File: src/cts_pkg.sv
// Constants, register map and carrier types for the capture time-base block
// Contract
// Capture latches a 16-bit time-base count
// Time base clocks: fosc, fosc/4, sosc, pin
// Fosc-clocked time base holds during sleep
// Wake resumes count from held value
// External-clocked capture keeps working in sleep
// Unimplemented register bits read zero
// Mode picks falling, rising, 4th, 16th edge
// Event copies full count into value pair
// Capture sets flag; new capture overwrites
// Prescaler cleared off/non-capture/reset, not ratio
// Capture pin synchronized before edge detection
`default_nettype none
package cts_pkg;

  localparam int CTS_CHANNELS  = 5;
  localparam int CTS_TIMEBASES = 3;

  // Register offsets
  localparam logic [7:0] CTS_OFF_CTRL_BASE = 8'h00;  // capture_control_1..5
  localparam logic [7:0] CTS_OFF_VAL_BASE  = 8'h05;  // low, high per channel
  localparam logic [7:0] CTS_OFF_SEL_A     = 8'h0F;  // timer_select_a
  localparam logic [7:0] CTS_OFF_SEL_B     = 8'h10;  // timer_select_b
  localparam logic [7:0] CTS_OFF_PRIO      = 8'h11;  // capture_irq_priority_c
  localparam logic [7:0] CTS_OFF_ENABLE    = 8'h12;  // capture_irq_enable_c
  localparam logic [7:0] CTS_OFF_FLAG      = 8'h13;  // capture_irq_flag_c
  localparam logic [7:0] CTS_OFF_TBCTL_BASE = 8'h14; // time-base control 1..3
  localparam logic [7:0] CTS_OFF_TBCNT_BASE = 8'h17; // count low, high per base

  // Writable bits of capture_control_x; upper bits of 4 and 5 are absent
  localparam logic [7:0] CTS_CTRL_MASK_FULL  = 8'hFF;
  localparam logic [7:0] CTS_CTRL_MASK_SHORT = 8'h3F;
  localparam int         CTS_FULL_CTRL_CHANNELS = 3;

  // Field positions
  localparam int CTS_SEL_C1_LSB = 0;
  localparam int CTS_SEL_C2_LSB = 3;
  localparam int CTS_SEL_C3_LSB = 6;
  localparam int CTS_SEL_C4_LSB = 0;
  localparam int CTS_SEL_C5_LSB = 2;
  localparam int CTS_TBCTL_SRC_LSB = 0;
  localparam int CTS_TBCTL_ON_BIT  = 2;

  // Reset values
  localparam logic [7:0]  CTS_CTRL_RESET  = 8'h00;
  localparam logic [15:0] CTS_VAL_RESET   = 16'h0000;
  localparam logic [15:0] CTS_TBCNT_RESET = 16'h0000;
  localparam logic [2:0]  CTS_TBCTL_RESET = 3'h0;
  localparam logic [1:0]  CTS_TBSEL_RESET = 2'h0;

  // Capture mode field codes
  localparam logic [3:0] CTS_MODE_FALL    = 4'h4;
  localparam logic [3:0] CTS_MODE_RISE    = 4'h5;
  localparam logic [3:0] CTS_MODE_RISE4   = 4'h6;
  localparam logic [3:0] CTS_MODE_RISE16  = 4'h7;
  localparam logic [1:0] CTS_MODE_CAP_TOP = 2'h1;

  // Instruction clock divider
  localparam int         CTS_INSTR_DIV  = 4;
  localparam logic [1:0] CTS_INSTR_LAST = 2'(CTS_INSTR_DIV - 1);

  typedef enum logic [1:0] {
    CTS_SRC_FOSC  = 2'h0,
    CTS_SRC_INSTR = 2'h1,
    CTS_SRC_SOSC  = 2'h2,
    CTS_SRC_PIN   = 2'h3
  } cts_src_type;

  typedef struct packed {
    logic [7:0] addr;
    logic [7:0] wdata;
    logic       wr;
    logic       rd;
  } cts_bus_req_type;

endpackage
`default_nettype wire
File: src/cts_capture.sv
// Five-channel input capture with three selectable 16-bit time bases
//
// Chosen here: the address-and-strobe port and the address map.
`default_nettype none
module cts_capture (
  input  wire logic                     ref_clk,
  input  wire logic                     srst,
  input  wire cts_pkg::cts_bus_req_type bus,
  input  wire logic [4:0]               capture_pin,
  input  wire logic                     sosc_pin,
  input  wire logic [2:0]               timer_ext_clock_pin,
  input  wire logic                     sleep_mode,
  output var  logic [7:0]               rd_data,
  output var  logic                     irq
);
  import cts_pkg::*;

  logic [15:0] tb_count   [CTS_TIMEBASES];
  logic        tb_ext     [CTS_TIMEBASES];
  logic [2:0]  tb_ctl     [CTS_TIMEBASES];
  logic [7:0]  ctrl       [CTS_CHANNELS];
  logic [15:0] cap_value  [CTS_CHANNELS];
  logic [1:0]  tb_sel     [CTS_CHANNELS];
  logic [4:0]  flag_vec;
  logic [4:0]  mask_reg;
  logic [4:0]  prio_reg;
  logic [1:0]  instr_div_reg;
  logic [2:0]  sosc_sync_reg;
  logic [7:0]  rd_data_reg;
  logic [7:0]  rd_mux;
  logic        irq_reg;

  // Instruction clock is the system clock divided by four
  always_ff @(posedge ref_clk) begin
    if (srst) begin
      instr_div_reg <= 2'h0;
    end else begin
      instr_div_reg <= instr_div_reg + 2'h1;
    end
  end

  // Secondary oscillator: two-stage synchroniser, third stage for edge
  always_ff @(posedge ref_clk) begin
    if (srst) begin
      sosc_sync_reg <= 3'h0;
    end else begin
      sosc_sync_reg <= {sosc_sync_reg[1:0], sosc_pin};
    end
  end

  genvar t;
  generate
    for (t = 0; t < CTS_TIMEBASES; t++) begin : g_tb
      logic [2:0]  ext_sync_reg;
      logic [2:0]  tb_ctl_reg;
      logic [15:0] tb_count_reg;
      logic        tick;
      logic        wr_ctl;
      logic        wr_lo;
      logic        wr_hi;
      cts_src_type src;

      assign src    = cts_src_type'(tb_ctl_reg[CTS_TBCTL_SRC_LSB +: 2]);
      assign wr_ctl = bus.wr && bus.addr == CTS_OFF_TBCTL_BASE + 8'(t);
      assign wr_lo  = bus.wr && bus.addr == CTS_OFF_TBCNT_BASE + 8'(2 * t);
      assign wr_hi  = bus.wr && bus.addr == CTS_OFF_TBCNT_BASE + 8'(2 * t + 1);

      always_ff @(posedge ref_clk) begin
        if (srst) begin
          ext_sync_reg <= 3'h0;
        end else begin
          ext_sync_reg <= {ext_sync_reg[1:0], timer_ext_clock_pin[t]};
        end
      end

      always_ff @(posedge ref_clk) begin
        if (srst) begin
          tb_ctl_reg <= CTS_TBCTL_RESET;
        end else if (wr_ctl) begin
          tb_ctl_reg <= bus.wdata[2:0];
        end
      end

      // Fosc sources stop in sleep and simply hold; nothing reloads on wake
      always_comb begin
        unique case (src)
          CTS_SRC_FOSC:  tick = !sleep_mode;
          CTS_SRC_INSTR: tick = !sleep_mode && instr_div_reg == CTS_INSTR_LAST;
          CTS_SRC_SOSC:  tick = sosc_sync_reg[1] && !sosc_sync_reg[2];
          CTS_SRC_PIN:   tick = ext_sync_reg[1] && !ext_sync_reg[2];
        endcase
      end

      // Software write wins over an increment in the same cycle
      always_ff @(posedge ref_clk) begin
        if (srst) begin
          tb_count_reg <= CTS_TBCNT_RESET;
        end else if (wr_lo) begin
          tb_count_reg[7:0] <= bus.wdata;
        end else if (wr_hi) begin
          tb_count_reg[15:8] <= bus.wdata;
        end else if (tb_ctl_reg[CTS_TBCTL_ON_BIT] && tick) begin
          tb_count_reg <= tb_count_reg + 16'h0001;
        end
      end

      assign tb_count[t] = tb_count_reg;
      assign tb_ctl[t]   = tb_ctl_reg;
      assign tb_ext[t]   = src == CTS_SRC_SOSC || src == CTS_SRC_PIN;
    end
  endgenerate

  // Timer select fields; unused bit positions are never stored
  logic [7:0] sel_a_reg;
  logic [3:0] sel_b_reg;
  always_ff @(posedge ref_clk) begin
    if (srst) begin
      sel_a_reg <= 8'h00;
      sel_b_reg <= 4'h0;
    end else if (bus.wr && bus.addr == CTS_OFF_SEL_A) begin
      sel_a_reg <= bus.wdata & 8'hDB;
    end else if (bus.wr && bus.addr == CTS_OFF_SEL_B) begin
      sel_b_reg <= bus.wdata[3:0];
    end
  end
  assign tb_sel[0] = sel_a_reg[CTS_SEL_C1_LSB +: 2];
  assign tb_sel[1] = sel_a_reg[CTS_SEL_C2_LSB +: 2];
  assign tb_sel[2] = sel_a_reg[CTS_SEL_C3_LSB +: 2];
  assign tb_sel[3] = sel_b_reg[CTS_SEL_C4_LSB +: 2];
  assign tb_sel[4] = sel_b_reg[CTS_SEL_C5_LSB +: 2];

  always_ff @(posedge ref_clk) begin
    if (srst) begin
      mask_reg <= 5'h00;
      prio_reg <= 5'h00;
    end else if (bus.wr && bus.addr == CTS_OFF_ENABLE) begin
      mask_reg <= bus.wdata[4:0];
    end else if (bus.wr && bus.addr == CTS_OFF_PRIO) begin
      prio_reg <= bus.wdata[4:0];
    end
  end

  genvar c;
  generate
    for (c = 0; c < CTS_CHANNELS; c++) begin : g_ch
      localparam logic [7:0] WMASK = (c < CTS_FULL_CTRL_CHANNELS) ?
                                     CTS_CTRL_MASK_FULL : CTS_CTRL_MASK_SHORT;
      logic [2:0]  pin_sync_reg;
      logic [7:0]  ctrl_reg;
      logic [3:0]  presc_reg;
      logic [15:0] value_reg;
      logic        flag_reg;
      logic [1:0]  base;
      logic [3:0]  mode;
      logic        is_cap;
      logic        rise;
      logic        fall;
      logic        live;
      logic        hit;
      logic        wr_lo;
      logic        wr_hi;

      // Reserved select code 3 falls back to the first time base
      assign base   = (tb_sel[c] == 2'h3) ? 2'h0 : tb_sel[c];
      assign mode   = ctrl_reg[3:0];
      assign is_cap = mode[3:2] == CTS_MODE_CAP_TOP;
      assign rise   = pin_sync_reg[1] && !pin_sync_reg[2];
      assign fall   = !pin_sync_reg[1] && pin_sync_reg[2];
      // With its clock stopped a fosc-based channel cannot see edges
      assign live   = !sleep_mode || tb_ext[base];
      assign wr_lo  = bus.wr && bus.addr == CTS_OFF_VAL_BASE + 8'(2 * c);
      assign wr_hi  = bus.wr && bus.addr == CTS_OFF_VAL_BASE + 8'(2 * c + 1);

      always_ff @(posedge ref_clk) begin
        if (srst) begin
          pin_sync_reg <= 3'h0;
        end else begin
          pin_sync_reg <= {pin_sync_reg[1:0], capture_pin[c]};
        end
      end

      always_ff @(posedge ref_clk) begin
        if (srst) begin
          ctrl_reg <= CTS_CTRL_RESET;
        end else if (bus.wr && bus.addr == CTS_OFF_CTRL_BASE + 8'(c)) begin
          ctrl_reg <= bus.wdata & WMASK;
        end
      end

      // Counts qualifying rising edges; a ratio change alone keeps it
      always_ff @(posedge ref_clk) begin
        if (srst || !is_cap) begin
          presc_reg <= 4'h0;
        end else if (rise && live) begin
          presc_reg <= presc_reg + 4'h1;
        end
      end

      always_comb begin
        hit = 1'b0;
        if (is_cap && live) begin
          unique case (mode)
            CTS_MODE_FALL:   hit = fall;
            CTS_MODE_RISE:   hit = rise;
            CTS_MODE_RISE4:  hit = rise && presc_reg[1:0] == 2'h3;
            CTS_MODE_RISE16: hit = rise && presc_reg == 4'hF;
            default:         hit = 1'b0;
          endcase
        end
      end

      // A capture overwrites an unread value; it also beats a software write
      always_ff @(posedge ref_clk) begin
        if (srst) begin
          value_reg <= CTS_VAL_RESET;
        end else if (hit) begin
          value_reg <= tb_count[base];
        end else if (wr_lo) begin
          value_reg[7:0] <= bus.wdata;
        end else if (wr_hi) begin
          value_reg[15:8] <= bus.wdata;
        end
      end

      // Set wins over a write-one clear in the same cycle
      always_ff @(posedge ref_clk) begin
        if (srst) begin
          flag_reg <= 1'b0;
        end else if (hit) begin
          flag_reg <= 1'b1;
        end else if (bus.wr && bus.addr == CTS_OFF_FLAG && bus.wdata[c]) begin
          flag_reg <= 1'b0;
        end
      end

      assign ctrl[c]      = ctrl_reg;
      assign cap_value[c] = value_reg;
      assign flag_vec[c]  = flag_reg;
    end
  endgenerate

  always_comb begin
    rd_mux = 8'h00;
    for (int i = 0; i < CTS_CHANNELS; i++) begin
      if (bus.addr == CTS_OFF_CTRL_BASE + 8'(i)) begin
        rd_mux = ctrl[i];
      end
      if (bus.addr == CTS_OFF_VAL_BASE + 8'(2 * i)) begin
        rd_mux = cap_value[i][7:0];
      end
      if (bus.addr == CTS_OFF_VAL_BASE + 8'(2 * i + 1)) begin
        rd_mux = cap_value[i][15:8];
      end
    end
    for (int j = 0; j < CTS_TIMEBASES; j++) begin
      if (bus.addr == CTS_OFF_TBCTL_BASE + 8'(j)) begin
        rd_mux = {5'h00, tb_ctl[j]};
      end
      if (bus.addr == CTS_OFF_TBCNT_BASE + 8'(2 * j)) begin
        rd_mux = tb_count[j][7:0];
      end
      if (bus.addr == CTS_OFF_TBCNT_BASE + 8'(2 * j + 1)) begin
        rd_mux = tb_count[j][15:8];
      end
    end
    if (bus.addr == CTS_OFF_SEL_A) begin
      rd_mux = sel_a_reg;
    end
    if (bus.addr == CTS_OFF_SEL_B) begin
      rd_mux = {4'h0, sel_b_reg};
    end
    if (bus.addr == CTS_OFF_PRIO) begin
      rd_mux = {3'h0, prio_reg};
    end
    if (bus.addr == CTS_OFF_ENABLE) begin
      rd_mux = {3'h0, mask_reg};
    end
    if (bus.addr == CTS_OFF_FLAG) begin
      rd_mux = {3'h0, flag_vec};
    end
  end

  // Read data only in the cycle after the strobe
  always_ff @(posedge ref_clk) begin
    if (srst) begin
      rd_data_reg <= 8'h00;
    end else begin
      rd_data_reg <= bus.rd ? rd_mux : 8'h00;
    end
  end

  always_ff @(posedge ref_clk) begin
    if (srst) begin
      irq_reg <= 1'b0;
    end else begin
      irq_reg <= |(flag_vec & mask_reg);
    end
  end

  assign rd_data = rd_data_reg;
  assign irq     = irq_reg;

endmodule
`default_nettype wire

File: config.mk
export PLATFORM = sky130hd
export DESIGN_NAME = cts_capture
export DESIGN_NICKNAME = d
export VERILOG_FILES = /design/src/cts_pkg.sv /design/src/cts_capture.sv
export SDC_FILE = /design/constraint.sdc
export NUM_CORES = 1
export LEC_CHECK = 0
export BUFFER_PORTS_ARGS = -buffer_cell sky130_fd_sc_hd__buf_2
export CAP_MARGIN = 20
export CORE_ASPECT_RATIO = 2
export CORE_MARGIN = 5
export CORE_UTILIZATION = 56
export CTS_BUF_LIST = sky130_fd_sc_hd__clkbuf_4
export CTS_CLUSTER_SIZE = 16
export DETAILED_ROUTE_END_ITERATION = 12
export PLACE_DENSITY = 0.83
export SLEW_MARGIN = 10
export SYNTH_ARGS = -nofsm -noshare
export SYNTH_HDL_FRONTEND = slang
export SYNTH_SLANG_ARGS = --single-unit
File: constraint.sdc
create_clock -name ref_clk -period 2.71 [get_ports ref_clk]
set_input_delay 0.542 -clock ref_clk [delete_from_list [all_inputs] [get_ports ref_clk]]
set_output_delay 0.542 -clock ref_clk [all_outputs]
set_load 0.02 [all_outputs]
==> summary.md, run 1 <==
| Metric | Value |
|---|---|
| Synth area leaders | dfxtp_1 (32%), nor2_1 (8.1%), mux2i_1 (7.2%) |
| Max cap viols | 0 |
| Vias in the first global route | 17.8k |
| First-pass GRT wire length | 113000 um |
| Simple-Gate Fraction of Synth Area | 26.1% |
| Input/output buffers | 38 |
| Syn Inst Count | 2133 |
| Commonest non-fill, non-tap cell in the layout | nor2_1 |
| Total CTS buffers | 59 |
| Clock root buffer | clkbuf_4 |
| Ys async rst share | 0% |
| Sw frac | 27.2% |
| Post-synthesis compound-gate area fraction | 25.1% |
| Hold crit path type | in2reg |
| Area growth from synthesis to layout | 17.8% |
| Drt wl/cell | 28.8 um |
| Placer Congestion | 1.14 |
| Outcome | completed |
| Fmax | 0.385 GHz |
| Clock sinks | 256 |
| Most frequent cells in the layout | nor2_1 (343), buf_4 (259), dfxtp_1 (255) |
| Setup ws final | 0.113 ns |
| Max-slew violation count | 0 |
| Post-Syn Area | 15900 sq um |
| Kind of end point of the critical path | flip-flop |
| PwrDens | 420 nW/um^2 |
| Die height | 248 um |
| Post-synth EDFFs | 0 |
| Data arrival, critical path | 3.21 ns |
| # fillers | 2496 |
| # IOs | 39 |
| Critical Path Source Type | input port |
| Kind of critical path | in2reg |
| Period utilization | 95.8% |
| Final hold vios | 0 |
| Post-Synth XOR/XNOR Area | 2.15% |
| Post-synth top area cell | dfxtp_1 |
| Comb pwr share | 8.9% |
| # DRC | 0 |
| Row cnt | 87 |
| Skew-Pair Late Insertion Delay | 0.79 ns |
| Peak VDD IR | 0.000522 V |
| Int Power | 5.74 mW |
| Measured slew at the worst slew-check pin | 1.07 ns |
| Synth Warn # | 0 |
| Total power | 7.89 mW |
| Initial antenna violation count | 6 |
| Clk pwr share | 43.0% |
| Largest net degree at the start of global routing | 234 |
| Core region area | 28200 sq um |
| Non-Filler Instances | 2693 |
| Layout net count | 2331 |
| Drt initial violations | 2524 |
| Clk_skew | 0.0648 ns |
| CTS H-tree depth | 2 |
| Top FF cell, synth | dfxtp_1 |
| Postcts setup bufs | 0 |
| DIE AREA | 32100 sq um |
| Avg Cell Area, Syn | 7.46 sq um |
| Via Count | 18.4k |
| Worst-path clk slew | 0.08 ns |
| P_leak | 7.19 nW |
| Tmin final | 2.60 ns |
| CTS tree | done |
| Post-DP HPWL | 54900 um |
| 1st-pass router iterations | 8 |
| Grt total ovfl | 0 |
| Largest family of logic cells by synthesized area | simple AND/OR/NAND/NOR gates |
| Max reg flops | 80 |
| Clk buf depth | 3 |
| Detail Route Antenna Nets | 0 |
| Required time of the critical path | 3.33 ns |
| Pre-CTS WS | -0.423 ns |
| RSZ-0062 raised after global routing | no |
| Total length of routed wires | 77500 um |
| Slew headroom | 28.7% |
| Post-synth net total | 2172 |
| Reg power frac | 48.1% |
| Sequential fraction of the synthesis area | 32.2% |
| Initial Utilization | 56.5% |
| Finish-stage setup viols | 0 |
| Layout cells sized above 1 | 19.5% |
| NetSw | 2.15 mW |
| Critical Path Fanout Max | 16 |
| Placed Cells | 2582 |
| Post-layout util | 66.5% |
| Synth cell types | 84 |
| Synthesized flop and latch total | 256 |
| Top-area cell type share of the netlist area | 32.2% |
| Mux contribution to synthesized area | 7.59% |
| Vias/cell | 6.83 |
| Die extent in x | 129 um |
| Fin Setup TNS | 0 ns |
| Synth Area in Adders | 0.707% |
| Total global routing track utilization | 47.4% |
[logic make-up (layout without fill, tap and decap cells)]
group / Yosys count / in the layout
AO/OA/AOI/OAI: 602 / 602
buffers and inverters: 239 / 436
XOR/XNOR: 39 / 39
adder cells (fa/ha/maj): 9 / 9
flip-flops: 256 / 256
AND/OR/NAND/NOR: 868 / 868
other: 0 / 7
multiplexers: 120 / 120
[layout make-up]
class | instances | area [sq um] | area share, %
Inverter | 20 | 75.1 | 0.400
Multi-Input combinational cell | 1638 | 9830 | 52.4
Clock inverter | 13 | 134 | 0.714
Clock buffer | 86 | 646 | 3.44
Timing Repair Buffer | 317 | 2490 | 13.3
Tap cell | 356 | 445 | 2.37
Antenna cell | 7 | 17.5 | 0.0934
Sequential cell | 256 | 5130 | 27.3
[through the flow]
stage               hold WS, ns  instance area [sq um]
floorplan                 0.399                  15900
detailed placement        0.422                  17900
finish                   0.0633                  18800
CTS                    0.000743                  18700
global route             0.0612                  18700
global placement          0.407                  17900
[power by group through the flow]
stage          Sequential [mW]  Clock [mW]  Combinational (mW)
3_3_place_gp              3.88           0               0.649
3_5_place_dp              3.88           0               0.655
4_1_cts                   3.80        3.40               0.664
6_report                  3.80        3.39               0.701
2_1_floorplan             3.88           0               0.324
5_1_grt                   3.80        3.58               0.710
[per-layer routing]
| metal | part of all wire, % | up-vias | wire length (um) | GRT usage, % |
|---|---|---|---|---|
| met5 | 0.036 | - | 28 | 0 |
| met4 | 13 | 4 | 9960 | 44.2 |
| met3 | 11 | 534 | 8170 | 12.8 |
| met2 | 44 | 1268 | 33900 | 72.4 |
| met1 | 33 | 8570 | 25400 | 51.8 |
| li1 | - | 8026 | - | - |
[critical path, stage by stage]
cell and delay (ns):
buf_2 0.12, or4b_1 0.62, buf_12 0.22, nor2_4 0.17, buf_4 0.14, buf_4 0.16, nand2_1 0.10, nor2_1 0.66
o21ai_0 0.23, a22oi_1 0.18, nor2_1 0.06
[final timing paths]
check | start | to | slack, ns | depth (start not counted)
worst max-delay path | bus[15] | g_tb[1].tb_count_reg[9]$_SDFFE_PP0P_ | 0.11 | 11
worst min-delay path | timer_ext_clock_pin[2] | g_tb[2].ext_sync_reg[0]$_SDFF_PP0_ | 0.06 | 2
worst max register to register | sosc_sync_reg[1]$_SDFF_PP0_ | g_tb[1].tb_count_reg[5]$_SDFFE_PP0P_ | 0.17 | 8
worst min register to register | g_tb[2].ext_sync_reg[0]$_SDFF_PP0_ | g_tb[2].ext_sync_reg[1]$_SDFF_PP0_ | 0.43 | 1
[synth_stat cells (all sizes together) (6+ instances only)]
master / number
nor2: 349
dfxtp: 256
nand2: 198
a21oi: 171
clkbuf: 169
a211oi: 132
mux2i: 114
nand3: 93
o21ai: 73
nor2b: 72
o22ai: 65
buf: 50
a311oi: 37
nor3: 34
xor2: 25
nand2b: 23
a22oi: 20
inv: 19
nand4: 18
and3: 17
xnor2: 14
nor4: 11
o211ai: 10
a221oi: 9
ha: 9
a2111oi: 8
a21o: 7
a221o: 7
a31oi: 7
a21boi: 6
mux2: 6
o221ai: 6
or3: 6
or3b: 6
or4: 6
[what timing repair did]
item,4_1_cts,5_1_grt
hold endpoints to repair,5,0
hold buffers,5,0
endpoints found under the setup margin,0,2
gates resized for setup,0,1
Note: power is estimated with default switching activity, not from simulation.
==> inputs of run 2 (changes only) <==
--- a/config.mk
+++ b/config.mk
@@ -8,7 +8,6 @@
 export BUFFER_PORTS_ARGS = -buffer_cell sky130_fd_sc_hd__buf_2
 export CAP_MARGIN = 20
 export CORE_ASPECT_RATIO = 2
-export CORE_MARGIN = 5
 export CORE_UTILIZATION = 56
 export CTS_BUF_LIST = sky130_fd_sc_hd__clkbuf_4
 export CTS_CLUSTER_SIZE = 16
==> summary.md, run 2 (same netlist as run 1, synthesis figures left out) <==
| Metric | Value |
|---|---|
| Slew headroom | 21.9% (-6.8 points) |
| Met1 GRT Util | 55.6% (+3.8 points) |
| Detail Route Antenna Nets | 0 (unchanged) |
| Initial Utilization | 56.7% (+0.22 points) |
| Layout cells sized above 1 | 20.1% (+0.54 points) |
| Reg2reg start | g_tb[0].tb_count_reg[5]$_SDFFE_PP0P_ |
| Post-DP HPWL | 55900 um (+1.7%) |
| Hold_ws | 0.0112 ns (-0.0521 ns) |
| Clock sinks | 256 (unchanged) |
| Placed Cells | 2604 (+0.85%) |
| Area growth from synthesis to layout | 17.9% (about the same) |
| Most frequent cells in the layout | nor2_1 (343), buf_4 (283), dfxtp_1 (256) |
| Met2 Use GR | 83.4% (+11 points) |
| # IOs | 39 (unchanged) |
| Grt total ovfl | 0 (unchanged) |
| First-pass GRT wire length | 116000 um (+2.1%) |
| # DRC | 0 (unchanged) |
| Initial antenna violation count | 9 (+3) |
| CTS H-tree depth | 2 (unchanged) |
| Required time of the critical path | 3.31 ns (-0.02 ns) |
| Worst hold start | timer_ext_clock_pin[1] |
| Post-CTS sizing | 0 (unchanged) |
| Finish-stage setup viols | 0 (unchanged) |
| Drt initial violations | 2423 (-4.0%) |
| CTS tree | done |
| Vias in the first global route | 17.9k (+0.80%) |
| Die height | 240 um (-3.2%) |
| Total power | 7.56 mW (-4.1%) |
| DIE AREA | 29100 sq um (-9.2%) |
| Skew-Pair Late Insertion Delay | 0.84 ns (+0.05 ns) |
| RSZ-0062 raised after global routing | no |
| Max cap viols | 0 (unchanged) |
| Largest net degree at the start of global routing | 234 (unchanged) |
| Kind of critical path | reg2reg |
| Final hold vios | 0 (unchanged) |
| Hold crit path type | in2reg |
| Vias/cell | 6.97 (+2.0%) |
| Input/output buffers | 38 (unchanged) |
| P_leak | 7.25 nW (+0.82%) |
| Max-slew violation count | 0 (unchanged) |
| Clk buf depth | 3 (unchanged) |
| Total length of routed wires | 79400 um (+2.5%) |
| Total global routing track utilization | 55.3% (+7.9 points) |
| Data arrival, critical path | 3.16 ns (-0.05 ns) |
| GRT met3 Usage | 21.4% (+8.6 points) |
| 1st-pass router iterations | 9 (+1) |
| Fmax | 0.389 GHz (+1.1%) |
| Worst-path clk slew | 0.07 ns (about the same) |
| Clock root buffer | clkbuf_4 |
| Outcome | completed |
| Crit path launch | g_tb[0].tb_count_reg[5]$_SDFFE_PP0P_ |
| Period utilization | 94.8% (-1.1 points) |
| # fillers | 2425 (-2.8%) |
| Total CTS buffers | 58 (-1.7%) |
| Clk_skew | 0.0846 ns (+0.0198 ns) |
| Postcts setup bufs | 0 (unchanged) |
| PwrDens | 403 nW/um^2 (-4.1%) |
| Finished Cell Area | 18800 sq um (about the same) |
| Layout net count | 2350 (+0.82%) |
| Commonest non-fill, non-tap cell in the layout | nor2_1 |
| Kind of end point of the critical path | flip-flop |
| Peak VDD IR | 0.000445 V (-15%) |
| Die extent in x | 121 um (-6.2%) |
| Drt wl/cell | 29.3 um (+2.0%) |
| Area of placed instances | 18100 sq um (+0.78%) |
| Critical Path Fanout Max | 9 (-7) |
| Core region area | 28100 sq um (-0.39%) |
| Measured slew at the worst slew-check pin | 1.17 ns (+0.102 ns) |
| Critical Path Source Type | flip-flop |
| Placer Congestion | 1.15 (+0.25%) |
| Max reg flops | 80 (unchanged) |
| Tmin final | 2.57 ns (-0.0288 ns) |
| Row cnt | 87 (unchanged) |
| Via Count | 18.9k (+2.5%) |
| GRT busiest layer | met2 |
| Non-Filler Instances | 2707 (+0.52%) |
run 2: timing repair:
item | 4_1_cts | 5_1_grt
hold buffers | 3 | 0
setup endpoints to repair | 0 | 0
endpoints found under the hold margin | 3 | 0
run 2: path summary, 6_finish.rpt:
kind         slack [ns]  cells after the start                                     to
max                0.14                      8  g_tb[0].tb_count_reg[14]$_SDFFE_PP0P_
min                0.01                      2     g_tb[1].ext_sync_reg[0]$_SDFF_PP0_
max reg2reg        0.14                      8  g_tb[0].tb_count_reg[14]$_SDFFE_PP0P_
min reg2reg        0.45                      1            instr_div_reg[0]$_SDFF_PP0_
run 2: report_power, final:
| group | switching [mW] | leakage [nW] | internal (mW) |
|---|---|---|---|
| clock | 1.64 | 0.415 | 1.40 |
| combinational | 0.487 | 4.77 | 0.234 |
| sequential | 0.0161 | 2.07 | 3.78 |
| total | 2.14 | 7.25 | 5.42 |
run 2: layout make-up:
cell class              count  area, sq um  area share (%)
flip-flops and latches    256         5120            27.3
repair buffers            337         2610            13.9
clock buffers              84          631            3.36
diodes                      4         10.0          0.0533
inverters                  20         75.1           0.400
clock inverters            12         48.8           0.260
multi-input cells        1638         9830            52.3
well taps                 356          445            2.37
run 2: per-layer routing:
layer	routed length [um]	up-vias	share of wire (%)
met5	138	-	0.17
met2	33900	1442	43
met3	9670	642	12
met4	10600	8	13
met1	25100	8703	32
li1	-	8070	-
run 2: worst max-delay path, cell delays in order, from the launching register on:
cell and delay, ns:
dfxtp_1 0.70, nand2_1 0.10, nor2_1 0.11, buf_4 0.13, and3_1 0.51, nand2_1 0.23
or3_1 0.37, o21ai_0 0.07, a211oi_1 0.10
run 2: stage by stage:
| step | util (%) | setup TNS [ns] | setup WS [ns] |
|---|---|---|---|
| floorplan | - | 0 | 0.176 |
| global placement | 64.3 | -5.15 | -0.264 |
| detailed placement | 64.3 | -8.16 | -0.288 |
| CTS | 66.8 | 0 | 0.248 |
| global route | 66.8 | 0 | 0.153 |
| finish | 66.8 | 0 | 0.142 |
